$ cat src/rtl/csxe_pkg.sv
package csxe_pkg;

  // opcode field position and width
  localparam int OPC_MSB = 31;
  localparam int OPC_LSB = 26;

  // primary opcodes of the executed instructions
  localparam logic [5:0] OP_SUB   = 6'h32;  // 110010
  localparam logic [5:0] OP_STW   = 6'h16;  // 010110
  localparam logic [5:0] OP_WCSR  = 6'h34;  // 110100
  localparam logic [5:0] OP_XNOR  = 6'h29;  // 101001
  localparam logic [5:0] OP_XNORI = 6'h09;  // 001001
  localparam logic [5:0] OP_XOR   = 6'h26;  // 100110

  // result latency in cycles of each executed instruction
  localparam int RESULT_CYCLES = 1;

  // values after reset
  localparam logic [31:0] WORD_RST = 32'h0000_0000;
  localparam logic [4:0]  SEL_RST  = 5'h00;

  // register file write port
  typedef struct packed {
    logic        en;
    logic [4:0]  idx;
    logic [31:0] data;
  } csxe_gpr_wr_t;

  // control/status register write port
  typedef struct packed {
    logic        en;
    logic [4:0]  sel;
    logic [31:0] data;
  } csxe_csr_wr_t;

  // big-endian store: word address plus byte lanes, lane 0 at address
  typedef struct packed {
    logic        en;
    logic [31:0] addr;
    logic [3:0][7:0] lanes;
  } csxe_store_t;

endpackage

$ cat src/rtl/csxe_exec.sv
`timescale 1ns/1ns
module csxe_exec (
  input  wire logic                  REF_CLK,
  input  wire logic                  RST,
  input  wire logic                  INSTR_VALID,
  input  wire logic [31:0]           INSTR,
  input  wire logic [31:0]           OPERAND_Y_VALUE,
  input  wire logic [31:0]           OPERAND_Z_VALUE,
  output logic [4:0]                 OPERAND_Y_IDX,
  output logic [4:0]                 OPERAND_Z_IDX,
  output csxe_pkg::csxe_gpr_wr_t     GPR_WR,
  output csxe_pkg::csxe_csr_wr_t     CSR_WR,
  output csxe_pkg::csxe_store_t      STORE,
  output logic                       ILLEGAL
);

  ////////////////////////////////////////////////////////////////////////////
  // field decode
  logic [5:0]  opcode;
  logic [4:0]  operand_field_y;
  logic [4:0]  operand_field_z;
  logic [4:0]  dest_field;
  logic [15:0] immediate_16bit_field;
  logic        rr_pad_ok;

  // opcode and operand fields sliced out of the instruction word
  assign opcode                = INSTR[csxe_pkg::OPC_MSB:csxe_pkg::OPC_LSB];
  assign operand_field_y       = INSTR[25:21];
  assign operand_field_z       = INSTR[20:16];
  assign dest_field            = INSTR[15:11];
  assign immediate_16bit_field = INSTR[15:0];
  assign rr_pad_ok             = (INSTR[10:0] == 11'h000);

  ////////////////////////////////////////////////////////////////////////////
  // instruction classes
  logic is_sub;
  logic is_xor;
  logic is_xnor;
  logic is_xnori;
  logic store_word_instr;
  logic is_wcsr;
  logic is_rr;
  logic known;

  // register forms need their low eleven bits clear to be accepted
  assign is_sub           = INSTR_VALID && opcode == csxe_pkg::OP_SUB && rr_pad_ok;
  assign is_xor           = INSTR_VALID && opcode == csxe_pkg::OP_XOR && rr_pad_ok;
  assign is_xnor          = INSTR_VALID && opcode == csxe_pkg::OP_XNOR && rr_pad_ok;
  assign is_xnori         = INSTR_VALID && opcode == csxe_pkg::OP_XNORI;
  assign store_word_instr = INSTR_VALID && opcode == csxe_pkg::OP_STW;
  assign is_wcsr          = INSTR_VALID && opcode == csxe_pkg::OP_WCSR;
  assign is_rr            = is_sub || is_xor || is_xnor;
  assign known            = is_rr || is_xnori || store_word_instr || is_wcsr;

  ////////////////////////////////////////////////////////////////////////////
  // arithmetic and logic
  function automatic logic [31:0] zext16(input logic [15:0] v);
    zext16 = {16'h0000, v};
  endfunction

  function automatic logic [31:0] sext16(input logic [15:0] v);
    sext16 = {{16{v[15]}}, v};
  endfunction

  logic [31:0] diff;
  logic [31:0] xor_rr;
  logic [31:0] xnor_rr;
  logic [31:0] xnor_ri;
  logic [31:0] alu_out;
  logic [31:0] st_addr;
  logic [3:0][7:0] st_lanes;

  assign diff     = OPERAND_Y_VALUE - OPERAND_Z_VALUE;
  assign xor_rr   = OPERAND_Y_VALUE ^ OPERAND_Z_VALUE;
  assign xnor_rr  = ~(OPERAND_Y_VALUE ^ OPERAND_Z_VALUE);
  assign xnor_ri  = ~(OPERAND_Y_VALUE ^ zext16(immediate_16bit_field));
  assign alu_out  = is_sub  ? diff :
                    is_xor  ? xor_rr :
                    is_xnor ? xnor_rr : xnor_ri;
  // base is the y operand, data the z operand
  assign st_addr  = OPERAND_Y_VALUE + sext16(immediate_16bit_field);
  // lane 0 lands at the address itself: most significant byte first
  assign st_lanes = {OPERAND_Z_VALUE[7:0], OPERAND_Z_VALUE[15:8],
                     OPERAND_Z_VALUE[23:16], OPERAND_Z_VALUE[31:24]};

  ////////////////////////////////////////////////////////////////////////////
  // next values of the write ports
  csxe_pkg::csxe_gpr_wr_t next_gpr;
  csxe_pkg::csxe_csr_wr_t next_csr;
  csxe_pkg::csxe_store_t  next_store;

  // xnori writes its result to the operand z field
  assign next_gpr.en     = is_rr || is_xnori;
  assign next_gpr.idx    = is_xnori ? operand_field_z : dest_field;
  assign next_gpr.data   = alu_out;
  // the select sits in the y field, the source in the z field
  assign next_csr.en     = is_wcsr;
  assign next_csr.sel    = operand_field_y;
  assign next_csr.data   = OPERAND_Z_VALUE;
  assign next_store.en   = store_word_instr;
  assign next_store.addr = st_addr;
  assign next_store.lanes = st_lanes;

  ////////////////////////////////////////////////////////////////////////////
  // operand fetch indices are registered too, outputs come from flops
  always_ff @(posedge REF_CLK or posedge RST) begin
    if (RST) begin
      OPERAND_Y_IDX <= csxe_pkg::SEL_RST;
      OPERAND_Z_IDX <= csxe_pkg::SEL_RST;
    end else begin
      OPERAND_Y_IDX <= operand_field_y;
      OPERAND_Z_IDX <= operand_field_z;
    end
  end

  // one-cycle result: write ports register the decoded outcome
  always_ff @(posedge REF_CLK or posedge RST) begin
    if (RST) begin
      GPR_WR  <= '{en: 1'b0, idx: csxe_pkg::SEL_RST, data: csxe_pkg::WORD_RST};
      CSR_WR  <= '{en: 1'b0, sel: csxe_pkg::SEL_RST, data: csxe_pkg::WORD_RST};
      STORE   <= '{en: 1'b0, addr: csxe_pkg::WORD_RST, lanes: csxe_pkg::WORD_RST};
      ILLEGAL <= 1'b0;
    end else begin
      GPR_WR  <= next_gpr;
      CSR_WR  <= next_csr;
      STORE   <= next_store;
      ILLEGAL <= INSTR_VALID && !known;
    end
  end

endmodule

$ cat config.mk
export PLATFORM = sky130hd
export DESIGN_NAME = csxe_exec
export DESIGN_NICKNAME = d
export VERILOG_FILES = /design/src/rtl/csxe_pkg.sv /design/src/rtl/csxe_exec.sv
export SDC_FILE = /design/constraint.sdc
export NUM_CORES = 1
export LEC_CHECK = 0
export BUFFER_PORTS_ARGS = -buffer_cell sky130_fd_sc_hd__buf_2
export CORE_MARGIN = 3
export CORE_UTILIZATION = 52
export CTS_CLUSTER_DIAMETER = 40
export CTS_CLUSTER_SIZE = 14
export DETAILED_ROUTE_END_ITERATION = 10
export PLACE_DENSITY = 0.81
export SYNTH_ARGS = -nofsm -noshare
export SYNTH_HDL_FRONTEND = slang
export SYNTH_SLANG_ARGS = --single-unit
$ cat constraint.sdc
create_clock -name REF_CLK -period 4.5 [get_ports REF_CLK]
set_clock_uncertainty 0.05 [all_clocks]
set_input_delay 0.9 -clock REF_CLK [delete_from_list [all_inputs] [get_ports REF_CLK]]
set_output_delay 0.9 -clock REF_CLK [all_outputs]
set_load 0.005 [all_outputs]
==> results of run 1 <==
kinds of logic (layout without fill, tap and decap cells):
family | Yosys count | in the layout | synth area share, %
mux | 6 | 6 | 0.8475
simple gates | 193 | 193 | 12.23
fa+ha+maj | 64 | 64 | 10.43
xor+xnor | 50 | 50 | 5.597
flops | 115 | 115 | 36.78
buf+inv | 141 | 345 | 8.796
compound gates | 301 | 301 | 25.32
critical path: stages:
cell                        delay [ns]
sky130_fd_sc_hd__buf_2            0.09
sky130_fd_sc_hd__inv_1            0.04
sky130_fd_sc_hd__ha_1             0.22
sky130_fd_sc_hd__fa_1             0.40
sky130_fd_sc_hd__nor2b_1          0.20
sky130_fd_sc_hd__o2111ai_1        0.17
sky130_fd_sc_hd__a21oi_2          0.25
sky130_fd_sc_hd__a311oi_2         0.16
sky130_fd_sc_hd__o31ai_1          0.66
sky130_fd_sc_hd__and2_1           0.25
sky130_fd_sc_hd__o21ai_0          0.10
sky130_fd_sc_hd__a221oi_1         0.30
sequential cells by signal, indices dropped and copies added, names as in the netlist:
signal	flops
CSR_WR	17
GPR_WR	38
ILLEGAL	1
OPERAND_Z_IDX	5
STORE	54
power by group through the flow:
stage                     sequential, µW  clock (µW)  combinational [µW]
after floorplan                     1220           0                 517
after global placement              1190           0                 821
after detailed placement            1200           0                 833
after CTS                           1180        1330                 842
after global routing                1190        1370                 937
final                               1180        1310                 844
cells in the final DEF, fill, tap and decap left out, drive strengths merged, types with 5 or more instances in the layout:
master	instances
buf	261
dfrtp	115
a21oi	92
ha	62
nand2	55
inv	54
nor2	50
o21ai	50
a21o	39
a211oi	32
xnor2	28
clkbuf	25
xor2	22
nand3	16
o221ai	14
nor3	14
o21bai	11
nand4	10
or3	9
a31oi	8
o211ai	7
o21a	7
and3	7
and2	7
nor4	7
o2111ai	6
mux2	5
nor2b	5
a311oi	5
cell type report:
type	instances	share of cell area, %
Clock buffer	25	5.220
Clock inverter	5	0.7909
Inverter	54	2.162
Multi-Input combinational cell	614	45.03
Sequential cell	115	30.32
Tap cell	184	2.426
Timing Repair Buffer	261	14.05
worst max-delay path by stage:
| stage | startpoint | endpoint | slack (ns) | depth (start not counted) |
|---|---|---|---|---|
| after global placement | OPERAND_Y_VALUE[0] | GPR_WR[30] | 0.70 | 12 |
| after detailed placement | OPERAND_Y_VALUE[0] | GPR_WR[30] | 0.69 | 12 |
| after global routing | OPERAND_Y_VALUE[0] | GPR_WR[30] | 0.66 | 12 |
| final | OPERAND_Y_VALUE[0] | GPR_WR[30] | 1.0 | 12 |
| after floorplan | RST | CSR_WR[0] | 0.51 | 1 |
| after CTS | OPERAND_Y_VALUE[0] | GPR_WR[30] | 1.09 | 12 |
metrics by stage:
stage	utilization (%)	setup WS [ns]	instance area (µm²)	hold slack (ns)	power [µW]
final	64.82	0.9972	9492	0.5097	3330
after global routing	64.82	0.6626	9492	0.5244	3496
after CTS	64.82	1.087	9492	0.5161	3347
after detailed placement	60.92	0.6905	8921	0.9598	2028
after global placement	60.92	0.7047	8921	0.9578	2015
after floorplan	-	0.5059	7824	0.8814	1732
metal layers:
metal	track usage [%]	wire (µm)	vias up
met5	0	0	-
met2	42.41	10230	315
met1	33.88	9354	3415
met4	10.07	512	0
li1	-	-	3498
met3	5.853	1620	38
==> impl_metrics.env, run 1 <==
export IMPL_run_status="complete, no violations"
export IMPL_finish_net_count=1226
export IMPL_post_synth_top_area_cell="sky130_fd_sc_hd__dfrtp_1"
export IMPL_post_synth_cell_area_avg_um2=8.993
export IMPL_power_density_mw_per_mm2=350.8
export IMPL_fillers=1251
export IMPL_stdcell_count=1258
export IMPL_die_x_um=128.7
export IMPL_grtUsageTotal_pct=26.04
export IMPL_layout_area_growth_over_synthesis_pct=21.32
export IMPL_globalplace_congestion=0.9577
export IMPL_buffer_ports_inserted=250
export IMPL_ant_nets=0
export IMPL_sequential_cell_area_mm2=0.002878
export IMPL_wire_per_inst_um=17.26
export IMPL_final_period_utilization_pct=77.84
export IMPL_wire_length_of_the_first_global_routing_pass_mm=34.54
export IMPL_synthesis_nets=1033
export IMPL_largest_net_degree_at_the_start_of_global_routing=45
export IMPL_count_of_maximum_capacitance_violations=0
export IMPL_clock_tree_htree_level_count=4
export IMPL_setup_viol_count_final=0
export IMPL_netlist_top_cells_area="sky130_fd_sc_hd__dfrtp_1, sky130_fd_sc_hd__ha_1, sky130_fd_sc_hd__a21oi_1"
export IMPL_clk_transition_reported_paths_ns=0.05
export IMPL_place_detailed_instances=1228
export IMPL_static_leakage_power_uw=0.004778
export IMPL_cts_repair_timing_setup_buffer_count=0
export IMPL_min_delay_path_class="in -> async"
export IMPL_asyncSetResetFlopFracSynth_pct=100.0
export IMPL_fmax_mhz=285.5
export IMPL_cts_root_buf="sky130_fd_sc_hd__clkbuf_16"
export IMPL_tritoncts_num_buffers=17
export IMPL_first_global_vias=7008
export IMPL_remaining_drc_errors=0
export IMPL_ir_drop_uv=233.4
export IMPL_postSynthRegisterBits=115
export IMPL_ports_placed_on_the_boundary=251
export IMPL_viasPerCell=5.776
export IMPL_power_frac_clock_pct=39.3
export IMPL_drive_above_1_share_pct=28.49
export IMPL_relSlewSlack_pct=18.46
export IMPL_std_cell_rows=44
export IMPL_synth_most_common_cell="sky130_fd_sc_hd__dfrtp_1"
export IMPL_synth_edf_count=0
export IMPL_antenna_diode_count=0
export IMPL_drt_pass1_iterations=6
export IMPL_cts_path_max_buffers=2
export IMPL_min_period_ns=3.503
export IMPL_power_share_sequential_pct=35.4
export IMPL_hold_violations=0
export IMPL_wirelength_mm=21.72
export IMPL_critPathRequiredTime_ns=4.75
export IMPL_crit_arrival_ns=3.76
export IMPL_cts_tree="done"
export IMPL_yosys_warning_total=0
export IMPL_critPathCaptureType="register"
export IMPL_synth_lib_cells_used_distinct=60
export IMPL_postSynthCellCount=870
export IMPL_setup_worst_path_start_class="input port"
export IMPL_die_footprint_mm2=0.01655
export IMPL_cts_sinks=115
export IMPL_switching_power_uw=952.4
export IMPL_grt_setup_unrepaired="no"
export IMPL_worst_path_max_fanout=5
export IMPL_postSynth_topFlopCell="sky130_fd_sc_hd__dfrtp_1"
export IMPL_die_height_um=128.7
export IMPL_globalRoute_totalOverflow=0
export IMPL_power_switching_fraction_pct=28.60
export IMPL_dp_final_hpwl_mm=16.57
export IMPL_cts_resized=0
export IMPL_drv_slew=0
export IMPL_most_numerous_cell_types_in_the_synthesized_netlist="sky130_fd_sc_hd__dfrtp_1, sky130_fd_sc_hd__a21oi_1, sky130_fd_sc_hd__ha_1"
export IMPL_area_occupied_by_multi_input_gates_mm2=0.004274
export IMPL_criticalPathCategory="in -> reg"
export IMPL_detailroute_via_count=7266
export IMPL_share_comb_of_total_power_pct=25.4
export IMPL_pint_uw=2378
export IMPL_antenna_violations_before_repair=0
export IMPL_ys_seq_area_share_pct=36.78
export IMPL_ctsHoldBuffers=0
export IMPL_synth_cell_area_mm2=0.007824
export IMPL_coreArea_mm2=0.01464
export IMPL_setup_total_negative_slack_ns=0
export IMPL_initial_standard_cell_utilization_of_the_core_pct=53.43
export IMPL_tightestPinTransition_ns=1.223
export IMPL_area_share_of_the_largest_cell_type_after_synthesis_pct=36.78
export IMPL_initialDrtViolationCount=488
No activity file was read; power rests on OpenSTA's default activity.
==> inputs of run 2 (changes only) <==
==> constraint.sdc (replaced) <==
create_clock -name REF_CLK -period 3.57 [get_ports REF_CLK]
set_clock_uncertainty 0.05 [all_clocks]
set_input_delay 0.714 -clock REF_CLK [delete_from_list [all_inputs] [get_ports REF_CLK]]
set_output_delay 0.714 -clock REF_CLK [all_outputs]
set_load 0.005 [all_outputs]
==> impl_metrics.env, run 2 (synthesized netlist as in run 1, its figures left out) <==
export IMPL_run_status="complete, no violations"
export IMPL_pint_uw=3095
export IMPL_final_period_utilization_pct=88.35
export IMPL_power_share_sequential_pct=34.5
export IMPL_cts_resized=0
export IMPL_die_footprint_mm2=0.01655
export IMPL_cts_tree="done"
export IMPL_cpMaxStageDelayCell="sky130_fd_sc_hd__fa_1"
export IMPL_drv_slew=0
export IMPL_ir_drop_uv=332.2
export IMPL_first_global_vias=7104
export IMPL_cts_repair_timing_setup_buffer_count=0
export IMPL_power_switching_fraction_pct=28.22
export IMPL_viasPerCell=5.882
export IMPL_fmax_mhz=317.1
export IMPL_critPathMostFrequentCell="sky130_fd_sc_hd__o21ai_0"
export IMPL_dp_area_mm2=0.009092
export IMPL_detailroute_via_count=7523
export IMPL_wirelength_mm=22.66
export IMPL_hold_violations=0
export IMPL_count_of_maximum_capacitance_violations=0
export IMPL_antenna_violations_before_repair=0
export IMPL_buffer_ports_inserted=250
export IMPL_globalRoute_totalOverflow=0
export IMPL_setup_worst_path_start_class="input port"
export IMPL_max_flop_register="STORE"
export IMPL_layout_cells_most_common_list="sky130_fd_sc_hd__buf_2, sky130_fd_sc_hd__dfrtp_1, sky130_fd_sc_hd__a21oi_1, sky130_fd_sc_hd__ha_1, sky130_fd_sc_hd__nand2_1"
export IMPL_tritoncts_num_buffers=17
export IMPL_min_period_ns=3.154
export IMPL_worstPathBufferInverterCount=2
export IMPL_static_leakage_power_uw=0.004897
export IMPL_std_cell_rows=44
export IMPL_drt_pass1_iterations=6
export IMPL_worst_hold_path_num_cells=1
export IMPL_clock_tree_htree_level_count=4
export IMPL_fillers=1176
export IMPL_hold_path_startpoint="INSTR[22]"
export IMPL_ant_nets=0
export IMPL_finish_instance_area_mm2=0.009701
export IMPL_cp_cell_sequence="buf_2 -> ha_1 -> fa_1 -> a21oi_1 -> o21ai_0 -> a21o_1 -> a31oi_1 -> buf_4 -> nor2_1 -> nor3_1 -> o21ai_0 -> xor2_1"
export IMPL_initial_standard_cell_utilization_of_the_core_pct=53.43
export IMPL_setup_viol_count_final=0
export IMPL_cts_sinks=115
export IMPL_layout_area_growth_over_synthesis_pct=23.99
export IMPL_clk_transition_reported_paths_ns=0.05
export IMPL_crit_arrival_ns=3.39
export IMPL_critPathCaptureType="register"
export IMPL_cts_root_buf="sky130_fd_sc_hd__clkbuf_16"
export IMPL_remaining_drc_errors=0
export IMPL_tightestPinTransition_ns=0.8906
export IMPL_min_delay_path_class="in -> reg"
export IMPL_grt_setup_unrepaired="no"
export IMPL_initialDrtViolationCount=648
export IMPL_die_x_um=128.7
export IMPL_criticalPathCategory="in -> reg"
export IMPL_coreArea_mm2=0.01464
export IMPL_setup_total_negative_slack_ns=0
export IMPL_dp_final_hpwl_mm=17.26
export IMPL_drive_above_1_share_pct=30.05
export IMPL_share_comb_of_total_power_pct=25.4
export IMPL_largest_register_ff_count=54
export IMPL_grtUsageTotal_pct=27.20
export IMPL_wire_per_inst_um=17.71
export IMPL_die_height_um=128.7
export IMPL_power_frac_clock_pct=40.1
export IMPL_switching_power_uw=1217
export IMPL_hold_path_endpoint="CSR_WR[33]"
export IMPL_worst_path_largest_cell_delay_ns=0.42
export IMPL_relSlewSlack_pct=40.63
export IMPL_antenna_diode_count=0
export IMPL_layout_commonest_cell="sky130_fd_sc_hd__buf_2"
export IMPL_crit_family="compound AO/OA/AOI/OAI gates"
export IMPL_worst_path_max_fanout=6
export IMPL_critPathRequiredTime_ns=3.81
export IMPL_cts_path_max_buffers=2
export IMPL_wire_length_of_the_first_global_routing_pass_mm=35.93
export IMPL_biggestRegsByFlops="STORE x54, GPR_WR x38, CSR_WR x17"
export IMPL_finish_net_count=1247
export IMPL_ports_placed_on_the_boundary=251
export IMPL_ctsHoldBuffers=0
export IMPL_globalplace_congestion=0.9469
export IMPL_largest_net_degree_at_the_start_of_global_routing=71
export IMPL_power_density_mw_per_mm2=444.5
## run 2: cell count changes in the layout (fill, tap and decap cells not counted), moves of 2 or more
cell and change:
sky130_fd_sc_hd__clkbuf_8 +4, sky130_fd_sc_hd__clkinv_2 -2, sky130_fd_sc_hd__clkbuf_1 -2, sky130_fd_sc_hd__buf_4 +20
## run 2: final cells by class
cell class	count	area, µm²	area share (%)
sequential	115	2878	29.67
timing repair buffer	282	1504	15.50
clock inverter	3	65.06	0.6707
inverter	54	206.4	2.128
clock buffer	27	543.0	5.598
tap	184	230.2	2.373
multi-input combinational	614	4274	44.06
## run 2: metal layers
| metal | share of wire [%] | GRT usage (%) |
|---|---|---|
| met1 | 42 | 36.15 |
| met2 | 46 | 42.80 |
| met3 | 8.0 | 6.185 |
| met4 | 3.6 | 11.61 |
| met5 | 0 | 0 |
## run 2: how the worst max path moves through the flow
stage,from,end,slack [ns],cells after the start
after floorplan,OPERAND_Y_VALUE[0],GPR_WR[30],0.52,11
after global placement,INSTR[0],STORE[60],0.17,12
after detailed placement,OPERAND_Y_VALUE[9],GPR_WR[22],0.12,11
after CTS,INSTR[0],STORE[58],0.48,12
after global routing,OPERAND_Y_VALUE[0],GPR_WR[30],0.28,13
final,INSTR[0],STORE[58],0.42,12
## run 2: stage by stage
step                hold slack [ns]  worst slack (ns)  util (%)  total power, µW  instances
floorplan                    0.6954            0.5214         -             2184        870
detailed placement           0.7734            0.1221     62.09             2586       1249
CTS                          0.3409            0.4814     66.24             4332       1279
global placement             0.7718            0.1724     62.09             2567       1249
finish                       0.3541            0.4160     66.24             4312       1279
global route                 0.3398            0.2783     66.24             4533       1279
## run 2: power groups by stage
stage | Sequential, µW | Clock (µW) | Combinational, µW
after floorplan | 1530 | 0 | 652
after global placement | 1510 | 0 | 1060
after detailed placement | 1510 | 0 | 1080
after CTS | 1490 | 1750 | 1090
after global routing | 1500 | 1820 | 1210
final | 1490 | 1730 | 1100
==> inputs of run 3 (changes only) <==
--- a/config.mk
+++ b/config.mk
@@ -7,11 +7,11 @@
 export LEC_CHECK = 0
 export BUFFER_PORTS_ARGS = -buffer_cell sky130_fd_sc_hd__buf_2
 export CORE_MARGIN = 3
-export CORE_UTILIZATION = 52
+export CORE_UTILIZATION = 47
 export CTS_CLUSTER_DIAMETER = 40
 export CTS_CLUSTER_SIZE = 14
 export DETAILED_ROUTE_END_ITERATION = 10
-export PLACE_DENSITY = 0.81
+export PLACE_DENSITY = 0.82
 export SYNTH_ARGS = -nofsm -noshare
 export SYNTH_HDL_FRONTEND = slang
 export SYNTH_SLANG_ARGS = --single-unit
==> constraint.sdc (replaced) <==
create_clock -name REF_CLK -period 2.8 [get_ports REF_CLK]
set_clock_uncertainty 0.05 [all_clocks]
set_input_delay 0.56 -clock REF_CLK [delete_from_list [all_inputs] [get_ports REF_CLK]]
set_output_delay 0.56 -clock REF_CLK [all_outputs]
set_load 0.005 [all_outputs]
==> impl_metrics.env, run 3 (synthesized netlist as in run 1, its figures left out) <==
export IMPL_run_status="complete, no violations"
export IMPL_largest_register_ff_count=54
export IMPL_biggestRegsByFlops="STORE x54, GPR_WR x38, CSR_WR x17"
export IMPL_dp_area_mm2=0.01006
export IMPL_final_period_utilization_pct=96.45
export IMPL_cts_sinks=115
export IMPL_hold_violations=0
export IMPL_power_share_sequential_pct=31.1
export IMPL_first_global_vias=7783
export IMPL_hold_path_endpoint="CSR_WR[32]"
export IMPL_cts_path_max_buffers=2
export IMPL_critPathCaptureType="register"
export IMPL_layout_setup_ws_ns=0.09932
export IMPL_static_leakage_power_uw=0.005524
export IMPL_share_comb_of_total_power_pct=26.6
export IMPL_viasPerCell=5.592
export IMPL_tightestPinTransition_ns=0.6134
export IMPL_dp_slack_ns=-0.3109
export IMPL_critPathMostFrequentCell="sky130_fd_sc_hd__o21ai_0"
export IMPL_hold_path_startpoint="INSTR[21]"
export IMPL_clock_tree_htree_level_count=4
export IMPL_ctsHoldBuffers=0
export IMPL_setup_viol_count_final=0
export IMPL_power_density_mw_per_mm2=564.4
export IMPL_relSlewSlack_pct=59.11
export IMPL_dp_final_hpwl_mm=19.10
export IMPL_wire_per_inst_um=17.80
export IMPL_detailroute_via_count=7997
export IMPL_crit_arrival_ns=2.96
export IMPL_layout_area_growth_over_synthesis_pct=37.97
export IMPL_min_period_ns=2.701
export IMPL_grtUsageTotal_pct=27.30
export IMPL_ports_placed_on_the_boundary=251
export IMPL_initial_standard_cell_utilization_of_the_core_pct=48.55
export IMPL_pint_uw=4395
export IMPL_globalplace_congestion=0.9016
export IMPL_max_flop_register="STORE"
export IMPL_tritoncts_num_buffers=17
export IMPL_count_of_maximum_capacitance_violations=0
export IMPL_largest_net_degree_at_the_start_of_global_routing=116
export IMPL_fillers=1287
export IMPL_cts_tree="done"
export IMPL_criticalPathCategory="in -> reg"
export IMPL_fmax_mhz=370.3
export IMPL_setup_total_negative_slack_ns=0
export IMPL_globalRoute_totalOverflow=0
export IMPL_die_footprint_mm2=0.01823
export IMPL_drt_pass1_iterations=5
export IMPL_power_frac_clock_pct=42.3
export IMPL_switching_power_uw=1697
export IMPL_std_cell_rows=46
export IMPL_wire_length_of_the_first_global_routing_pass_mm=39.45
export IMPL_finish_net_count=1364
export IMPL_cp_cell_sequence="buf_2 -> ha_1 -> fa_1 -> a21oi_1 -> o21ai_0 -> a21o_1 -> a31oi_1 -> buf_4 -> nor2_1 -> nor3_2 -> o21ai_0 -> xor2_1"
export IMPL_setup_worst_path_start_class="input port"
export IMPL_timing_critical_path_from="INSTR[0]"
export IMPL_die_height_um=135.0
export IMPL_worstPathBufferInverterCount=2
export IMPL_worst_path_max_fanout=6
export IMPL_initialDrtViolationCount=589
export IMPL_remaining_drc_errors=0
export IMPL_ant_nets=0
export IMPL_antenna_violations_before_repair=1
export IMPL_crit_family="compound AO/OA/AOI/OAI gates"
export IMPL_cts_root_buf="sky130_fd_sc_hd__clkbuf_16"
export IMPL_layout_cells_most_common_list="sky130_fd_sc_hd__buf_2, sky130_fd_sc_hd__buf_4, sky130_fd_sc_hd__dfrtp_1, sky130_fd_sc_hd__a21oi_1, sky130_fd_sc_hd__ha_1"
export IMPL_clk_transition_reported_paths_ns=0.06
export IMPL_worst_path_largest_cell_delay_ns=0.42
export IMPL_antenna_diode_count=0
export IMPL_wirelength_mm=25.46
export IMPL_ir_drop_uv=444.9
export IMPL_die_x_um=135.0
export IMPL_min_delay_path_class="in -> reg"
export IMPL_worst_hold_path_num_cells=1
export IMPL_cpMaxStageDelayCell="sky130_fd_sc_hd__fa_1"
export IMPL_layout_commonest_cell="sky130_fd_sc_hd__buf_2"
export IMPL_drive_above_1_share_pct=37.73
export IMPL_finish_instance_area_mm2=0.01079
export IMPL_buffer_ports_inserted=250
export IMPL_coreArea_mm2=0.01612
export IMPL_drv_slew=0
export IMPL_power_switching_fraction_pct=27.86
export IMPL_critPathRequiredTime_ns=3.06
[run 3: changes by cell type in the layout (fill, tap and decap cells not counted), moves of 4 or more]
cell	before	now
sky130_fd_sc_hd__clkbuf_8	8	1
sky130_fd_sc_hd__bufinv_16	2	7
sky130_fd_sc_hd__buf_12	1	5
sky130_fd_sc_hd__buf_4	31	144
[run 3: worst max-delay path by stage]
stage,to,cells after the start,slack [ns]
floorplan,GPR_WR[31],11,-0.06
global route,GPR_WR[30],13,-0.06
detailed placement,GPR_WR[26],13,-0.31
CTS,GPR_WR[30],13,0.06
finish,STORE[58],12,0.1
global placement,GPR_WR[30],13,-0.35
[run 3: timing repair]
action / 4_1_cts / 5_1_grt
gates resized for setup: 0 / 6
buffers inserted: 0 / 1
setup endpoints to repair: 0 / 7
[run 3: stage by stage]
stage	std cells	hold slack, ns	util (%)	power [µW]
global route	1430	0.1784	66.98	6390
global placement	1397	0.6180	62.44	3477
detailed placement	1397	0.6193	62.44	3501
floorplan	870	0.5414	-	2787
finish	1430	0.1885	66.98	6092
CTS	1429	0.1717	66.76	6112
[run 3: layout make-up]
type / count / area, µm² / share of cell area (%)
multi-input cells: 614 / 4310 / 39.93
flip-flops and latches: 115 / 2878 / 26.66
repair buffers: 399 / 2432 / 22.53
clock buffers: 18 / 439.2 / 4.069
well taps: 216 / 270.3 / 2.504
clock inverters: 14 / 257.7 / 2.388
inverters: 54 / 206.4 / 1.913
[run 3: power groups by stage]
| stage | combinational (µW) | clock (µW) | sequential (µW) |
|---|---|---|---|
| finish | 1620 | 2580 | 1900 |
| global route | 1780 | 2700 | 1910 |
| floorplan | 835 | 0 | 1950 |
| detailed placement | 1580 | 0 | 1920 |
| CTS | 1600 | 2610 | 1900 |
| global placement | 1560 | 0 | 1920 |
[run 3: layer usage]
metal,GRT usage [%],share of wire [%],up-vias,wire length (µm)
li1,-,-,3781,-
met1,34.60,41,3780,10460
met2,45.66,48,369,12210
met3,5.365,7.6,65,1926
met4,11.53,3.3,2,851
met5,0,0.051,-,13
